File: config.mk
export PLATFORM = sky130hd
export DESIGN_NAME = bsr_burst
export DESIGN_NICKNAME = d
export VERILOG_FILES = /design/src/core/bsr_pkg.sv /design/src/core/bsr_burst.sv
export VERILOG_INCLUDE_DIRS = /design/src /design/src/core
export SDC_FILE = /design/constraint.sdc
export NUM_CORES = 1
export LEC_CHECK = 0
export ABC_AREA = 0
export BUFFER_PORTS_ARGS = -buffer_cell sky130_fd_sc_hd__buf_2
export CORE_ASPECT_RATIO = 0.5
export CORE_UTILIZATION = 50
export DETAILED_ROUTE_END_ITERATION = 16
export HOLD_SLACK_MARGIN = 0.06
export PLACE_DENSITY = 0.74
export SYNTH_ARGS = -nofsm -noshare
export SYNTH_HDL_FRONTEND = slang
export SYNTH_SLANG_ARGS = --single-unit
export TNS_END_PERCENT = 5
File: constraint.sdc
create_clock -name i_mclk -period 5.3 [get_ports i_mclk]
set_input_delay 1.325 -clock i_mclk [delete_from_list [all_inputs] [get_ports i_mclk]]
set_output_delay 1.325 -clock i_mclk [all_outputs]
set_load 0.05 [all_outputs]
File: src/core/bsr_consts.svh
// Constants for the burst setup and latency block.
`ifndef BSR_CONSTS_SVH
`define BSR_CONSTS_SVH
`define BSR_RESET_VALUE 22'h009D1F
`define BSR_BL_LSB 0
`define BSR_WRAP_BIT 3
`define BSR_DRV_LSB 4
`define BSR_WCFG_BIT 8
`define BSR_WPOL_BIT 10
`define BSR_LAT_LSB 11
`define BSR_FIXED_BIT 14
`define BSR_ROW_LAST 8'hFF
`define BSR_BL_CONT 3'h7
`define BSR_DRV_FULL 2'h0
`define BSR_DRV_HALF 2'h1
`define BSR_DRV_QUARTER 2'h2
`endif

File: src/core/bsr_pkg.sv
// Types for the burst setup and latency block.
package bsr_pkg;
    typedef struct packed {
        logic [1:0] drive;
        logic stall_early;
        logic stall_high;
        logic fixed_lat;
        logic [2:0] lat_code;
        logic linear;
        logic [2:0] burst_len;
    } bsr_cfg_t;
    typedef struct packed {
        logic [15:0] data;
        logic [7:0] col;
    } bsr_word_t;
    typedef enum logic [2:0] {
        BSR_IDLE = 3'h1,
        BSR_LAT = 3'h2,
        BSR_XFER = 3'h4
    } bsr_state_t;
endpackage

File: src/core/bsr_burst.sv
// Burst setup register, latency counter, stall flag and column sequencer.
`timescale 1ns/10ps
`default_nettype none
`include "bsr_consts.svh"

// Summary of operation
// - No-wrap steps linearly, stops at column 255.
// - Drive bits choose full, half, quarter drive.
// - Stall timing 0: data starts on flag edge.
// - Stall timing 1: flag leads data one clock.
// - Polarity bit sets asserted flag level.
// - Latency code sets clocks to first data.
// - Fixed mode reads always use worst-case latency.
// - Variable latency 3/4/5/6/7, collision 4/6/8/10/12.
// - Data transfers the cycle after latency.
// - Writes use code, never refresh lengthened.
// - Wrap bit: 0 wraps, 1 linear.
// - Length codes 4/8/16/32 or continuous.
module bsr_burst (
    input wire logic i_mclk,
    input wire logic i_nrst,
    input wire logic i_cfg_we,
    input wire logic [21:0] i_cfg_data,
    output logic [21:0] o_cfg_data,
    input wire logic i_start,
    input wire logic i_write,
    input wire logic [7:0] i_start_col,
    input wire logic i_refresh_hit,
    input wire logic i_stop,
    input wire logic i_rd_valid,
    input wire logic [15:0] i_rd_data,
    output logic o_rd_ready,
    input wire logic i_out_ready,
    output logic o_out_valid,
    output bsr_pkg::bsr_word_t o_out,
    output logic [7:0] o_col,
    output logic o_busy,
    output logic o_stall,
    output logic [1:0] o_drive
);
    logic [21:0] setup;
    bsr_pkg::bsr_cfg_t cfg;
    bsr_pkg::bsr_state_t state;
    logic [3:0] lat_cnt;
    logic [3:0] lat_target;
    logic [7:0] col;
    logic [7:0] grp_mask;
    logic [5:0] beats;
    logic is_write;
    logic stall_raw;
    logic stall_late;
    logic data_ok;
    bsr_pkg::bsr_word_t buf_q [2];
    logic [1:0] buf_cnt;
    logic buf_wp;
    logic buf_rp;
    logic push;
    logic pop;

    // Burst length in beats; zero means continuous to the row end.
    function automatic logic [5:0] burst_beats(input logic [2:0] code);
        case (code)
            3'h1: burst_beats = 6'h04;
            3'h2: burst_beats = 6'h08;
            3'h3: burst_beats = 6'h10;
            3'h4: burst_beats = 6'h20;
            default: burst_beats = 6'h00;
        endcase
    endfunction

    // Latency in clocks for a code and a refresh collision.
    function automatic logic [3:0] lat_clocks(input logic [2:0] code, input logic hit);
        case (code)
            3'h2: lat_clocks = hit ? 4'h4 : 4'h3;
            3'h3: lat_clocks = hit ? 4'h6 : 4'h4;
            3'h4: lat_clocks = hit ? 4'h8 : 4'h5;
            3'h5: lat_clocks = hit ? 4'hA : 4'h6;
            3'h6: lat_clocks = hit ? 4'hC : 4'h7;
            default: lat_clocks = hit ? 4'h6 : 4'h4;
        endcase
    endfunction

    // Register unpacking into the configuration fields.
    assign cfg.burst_len = setup[`BSR_BL_LSB +: 3];
    assign cfg.linear = setup[`BSR_WRAP_BIT];
    assign cfg.drive = setup[`BSR_DRV_LSB +: 2];
    assign cfg.stall_early = setup[`BSR_WCFG_BIT];
    assign cfg.stall_high = setup[`BSR_WPOL_BIT];
    assign cfg.lat_code = setup[`BSR_LAT_LSB +: 3];
    assign cfg.fixed_lat = setup[`BSR_FIXED_BIT];
    assign o_cfg_data = setup;

    // Setup register; writes are refused while a burst runs to keep timing stable.
    always_ff @(posedge i_mclk or negedge i_nrst)
    begin
        if (!i_nrst)
            setup <= `BSR_RESET_VALUE;
        else if (i_cfg_we && state == bsr_pkg::BSR_IDLE)
            setup <= i_cfg_data;
    end

    // drive code, reserved code falls back to half.
    always_ff @(posedge i_mclk or negedge i_nrst)
    begin
        if (!i_nrst)
            o_drive <= `BSR_DRV_HALF;
        else if (cfg.drive == 2'h3)
            o_drive <= `BSR_DRV_HALF;
        else
            o_drive <= cfg.drive;
    end

    // latency target chosen at burst start.
    // fixed mode reads take the worst-case figure.
    // variable read lengthens only on collision.
    always_ff @(posedge i_mclk or negedge i_nrst)
    begin
        if (!i_nrst)
        begin
            state <= bsr_pkg::BSR_IDLE;
            lat_cnt <= 4'h0;
            lat_target <= 4'h0;
            is_write <= 1'b0;
        end
        else
        begin
            case (state)
                bsr_pkg::BSR_IDLE:
                    if (i_start)
                    begin
                        state <= bsr_pkg::BSR_LAT;
                        lat_cnt <= 4'h1;
                        is_write <= i_write;
                        lat_target <= lat_clocks(cfg.lat_code,
                            !i_write && (cfg.fixed_lat || i_refresh_hit));
                    end
                bsr_pkg::BSR_LAT:
                    // data transfers on the cycle after the count.
                    if (lat_cnt == lat_target)
                        state <= bsr_pkg::BSR_XFER;
                    else
                        lat_cnt <= lat_cnt + 4'h1;
                bsr_pkg::BSR_XFER:
                    if (i_stop || (data_ok && last_beat()))
                        state <= bsr_pkg::BSR_IDLE;
                default:
                    state <= bsr_pkg::BSR_IDLE;
            endcase
        end
    end

    // Last beat of the burst or of the row.
    function automatic logic last_beat();
        last_beat = (beats == 6'h01) || (cfg.linear && col == `BSR_ROW_LAST)
            || (beats == 6'h00 && col == `BSR_ROW_LAST);
    endfunction

    // A write beat moves every transfer clock; a read beat moves when data is there and the buffer can take it.
    assign data_ok = state == bsr_pkg::BSR_XFER && (is_write || (i_rd_valid && buf_cnt != 2'h2));
    assign push = data_ok && !is_write;
    assign pop = o_out_valid && i_out_ready;
    assign o_rd_ready = state == bsr_pkg::BSR_XFER && !is_write && buf_cnt != 2'h2;

    // Column bits that move inside a wrapping group; widened once so no slice of a call is needed.
    assign grp_mask = {2'h0, burst_beats(cfg.burst_len)} - 8'h01;

    // no-wrap runs linearly and halts at column 255.
    // wrap keeps the column inside its group.
    // group size taken from the length code.
    always_ff @(posedge i_mclk or negedge i_nrst)
    begin
        if (!i_nrst)
        begin
            col <= 8'h00;
            beats <= 6'h00;
        end
        else if (state == bsr_pkg::BSR_IDLE && i_start)
        begin
            col <= i_start_col;
            beats <= burst_beats(cfg.burst_len);
        end
        else if (data_ok)
        begin
            if (beats != 6'h00)
                beats <= beats - 6'h01;
            if (!cfg.linear && beats != 6'h00)
                col <= (col & ~grp_mask) | ((col + 8'h01) & grp_mask);
            else if (col != `BSR_ROW_LAST)
                col <= col + 8'h01;
        end
    end
    assign o_col = col;
    assign o_busy = state != bsr_pkg::BSR_IDLE;

    // Two-entry buffer so that a stalled receiver loses no read word.
    always_ff @(posedge i_mclk or negedge i_nrst)
    begin
        if (!i_nrst)
        begin
            buf_cnt <= 2'h0;
            buf_wp <= 1'b0;
            buf_rp <= 1'b0;
        end
        else
        begin
            if (push)
                buf_wp <= ~buf_wp;
            if (pop)
                buf_rp <= ~buf_rp;
            buf_cnt <= buf_cnt + {1'b0, push} - {1'b0, pop};
        end
    end
    always_ff @(posedge i_mclk)
    begin
        if (push)
            buf_q[buf_wp] <= '{data: i_rd_data, col: col};
    end
    assign o_out_valid = buf_cnt != 2'h0;
    assign o_out = buf_q[buf_rp];

    // late mode flag changes in the same clock as the data.
    // early mode flag leads the data one clock.
    assign stall_raw = !(state == bsr_pkg::BSR_XFER || (state == bsr_pkg::BSR_LAT
        && lat_cnt == lat_target));
    always_ff @(posedge i_mclk or negedge i_nrst)
    begin
        if (!i_nrst)
            stall_late <= 1'b1;
        else
            stall_late <= stall_raw;
    end

    // polarity bit sets the asserted level.
    assign o_stall = (cfg.stall_early ? stall_raw : stall_late) ~^ cfg.stall_high;
endmodule
`default_nettype wire

==> flow_summary.yaml <==
timing:
  period_share_pct: 64.45
  max_slew_margin_pct: 24.90
  drv_slew: 0
  clock_skew_ns: 0.009637
  tns_ns: 0
  min_period_ns: 3.416
  rsz0062_at_grt: "false"
  setup_violations: 0
  fmax_ghz: 0.2928
  tightest_slew_ns: 1.126
  hold_violations: 0
cells_and_area:
  antenna_cells: 0
  drive_above_1_share_pct: 45.83
  utilization_pct: 63.40
  nNetsFinal: 513
  area.growth.synth_to_final_pct: 22.46
outcome:
  status: "finished clean"
synthesis:
  synth-edff-count: 48
  synth_top_family_by_area: "multiplexers"
  yosysTopAreaCell: "edfxtp_1"
  synth_area_um2: 4524
  ys_warn_count: 0
  yosys.area_share.simple_pct: 11.28
  synth_mux_area_share_pct: 12.33
  ys_types: 55
  synth-compound-area-share_pct: 7.246
  ys.flop_type: "edfxtp_1"
  syn_inst: 336
  synthTopCellsByArea: "edfxtp_1 32%, dfrtp_1 23%, mux2_2 11%"
  syn_nets: 398
  netlist.area_leader.share_pct: 31.86
  ys_ff_latch: 103
  synth-xor-area-share_pct: 2.904
  synth_area_per_cell_um2: 13.47
  async_flop_share_pct: 53.40
  synth_fa_ha_area_share_pct: 1.936
  yosysSeqAreaShare_pct: 62.64
clock_tree:
  cts_tree: "done"
  post_cts_resized: 0
  clockBufferDepth: 2
  cts_made_buffers: 9
  post-cts-setup-buffers: 0
  clock_latency_ns: 0.34
  clkTransAtPathRegs_ns: 0.07
  h-tree-depth: 3
  holdBufCountCts: 0
  root_buffer: "clkbuf_16"
  clkSinkCount: 103
detailed_routing:
  ant_nets: 0
  drtPass1Iterations: 4
  wl_um: 9127
  wl_met1_um: 4123
  top_layer: "met4"
  drt-initial-drc-count: 154
  drc_errors: 0
  routed_via_density: 5.428
  vias: 3110
  met2_length_um: 4456
  wl_met3_um: 419
  wire_per_inst_um: 15.93
worst_setup_path:
  criticalPathCategory: "flop to output port"
  critPathSlowestCell: "or3b_2"
  critPathTopFamily: "simple AND/OR/NAND/NOR gates"
  path_max_fanout: 5
  arrival_ns: 2.09
  path_cells: "or3b_2 -> o21a_1 -> mux2i_1 -> xor2_1 -> buf_2"
  cp.buffers_inverters: 1
  critical_path_required_ns: 3.97
  slowest_delay_ns: 0.53
  cp-start-kind: "flop"
  end_kind: "output port"
power:
  powerDensity_nw_per_um2: 658.7
  irDropWorstVdd_mv: 0.4902
  leakage_nw: 2.270
floorplan:
  rows: 24
  ioPinCount: 115
  die_area_um2: 9456
  core-area_um2: 8738
  die_h_um: 69.27
  fp.dieW_um: 136.5
  start_util_pct: 51.78
place:
  gp_congestion: 0.8105
  portBuffers: 114
  dp_hpwl_um: 6343
flow_run:
  drv_cap: 0
global_route:
  grt-ovfl-total: 0
  grt_pass1_vias: 3225
  grt_util_all_layers_pct: 20.15
  antenna_found_initial: 0
  grt_max_degree: 56
  grt_first_pass_wirelength_um: 14660
min_path:
  min_path_type: "flop to flop"
## final cells by class
| type | instances | area (um^2) |
|---|---|---|
| tap | 117 | 146.4 |
| clock buffer | 9 | 225.2 |
| sequential | 103 | 2834 |
| clock inverter | 7 | 102.6 |
| multi-input combinational | 214 | 1620 |
| timing repair buffer | 116 | 585.6 |
| inverter | 7 | 26.28 |
| fill | 711 | 3198 |
## Yosys cell counts (2+ instances only)
cell / count
nand4b_1: 2
ha_1: 7
mux2i_1: 4
or2_2: 3
nand4_1: 6
nor2b_1: 2
a41oi_1: 2
o41ai_1: 2
xnor2_1: 10
a31oi_1: 5
or3b_2: 5
mux2_2: 46
a21o_1: 2
o21ai_0: 10
a21o_2: 2
dfrtp_1: 42
a21oi_1: 5
edfxtp_1: 48
nor2_1: 22
inv_1: 7
and2_1: 4
clkbuf_1: 9
nand2_1: 27
dfstp_2: 13
or3_1: 2
nor3_1: 3
xor2_1: 5
o211ai_1: 2
buf_2: 3
nand3_1: 8
nor4_1: 2
or4_1: 3
## sequential cells by signal, indices dropped and copies added (netlist names), named ones only
signal / cells
lat_cnt: 4
lat_target: 4
stall_late: 1
o_col: 2
beats: 6
o_cfg_data: 22
is_write: 1
buf_cnt: 2
buf_rp: 1
buf_q: 48
buf_wp: 1
o_drive: 2
state: 3
## through the flow
stage / setup WS [ns] / cells / hold WS, ns / total power, mW / instance area (um^2)
floorplan: 1.609 / 336 / 0.4604 / 2.578 / 4524
global placement: 2.240 / 557 / 0.3767 / 2.917 / 5213
detailed placement: 2.256 / 557 / 0.3787 / 2.955 / 5213
CTS: 1.868 / 573 / 0.3894 / 3.672 / 5540
global route: 1.808 / 573 / 0.3941 / 3.830 / 5540
finish: 1.884 / 573 / 0.3868 / 3.649 / 5540
## placed cells by master, fill, tap and decap left out, types with 3 or more instances in the layout
| cell type | instances |
|---|---|
| nand2_1 | 27 |
| a21oi_1 | 5 |
| and2_1 | 4 |
| clkbuf_16 | 9 |
| inv_1 | 7 |
| buf_2 | 114 |
| ha_1 | 7 |
| or3b_2 | 5 |
| dfstp_2 | 13 |
| or4_1 | 3 |
| mux2i_1 | 4 |
| nand4_1 | 6 |
| a31oi_1 | 5 |
| xnor2_1 | 10 |
| nor3_1 | 3 |
| dfrtp_1 | 42 |
| or2_2 | 3 |
| mux2_2 | 46 |
| nand3_1 | 8 |
| xor2_1 | 5 |
| nor2_1 | 20 |
| edfxtp_1 | 48 |
| o21ai_0 | 10 |
## per-layer routing
| metal | vias to the layer above | global-route usage (%) |
|---|---|---|
| met5 | - | 0 |
| li1 | 1471 | - |
| met1 | 1534 | 24.46 |
| met3 | 12 | 5.409 |
| met2 | 93 | 34.29 |
| met4 | 0 | 7.778 |
## report_power, final
group | total (mW) | leakage (nW) | switching (mW) | internal [mW]
Combinational | 1.61 | 1.04 | 1.09 | 0.514
Sequential | 1.33 | 1.08 | 0.248 | 1.08
Clock | 0.711 | 0.157 | 0.292 | 0.419
## kinds of logic after synthesis
logic type,count (synthesis)
AOI/OAI and AO/OA,46
xor gates and xnor gates,15
adders and majority gates,7
buffers and inverters,19
DFF,103
muxes,50
and+or+nand+nor,96
## worst paths after layout
check                                    from                          to  slack, ns  cells past startpoint
min in group asynchronous              i_nrst  asynchronous set/reset pin       1.10                      2
worst min-delay path            o_cfg_data[4]                  o_drive[0]       0.39                      0
worst max register to register       state[1]                buf_q[1][12]       2.78                      4
worst min register to register  o_cfg_data[4]                  o_drive[0]       0.39                      0
worst max-delay path                 state[2]                     o_stall       1.88                      5
max in group asynchronous              i_nrst  asynchronous set/reset pin       3.73                      2
Power figures use the tool's default switching activity.
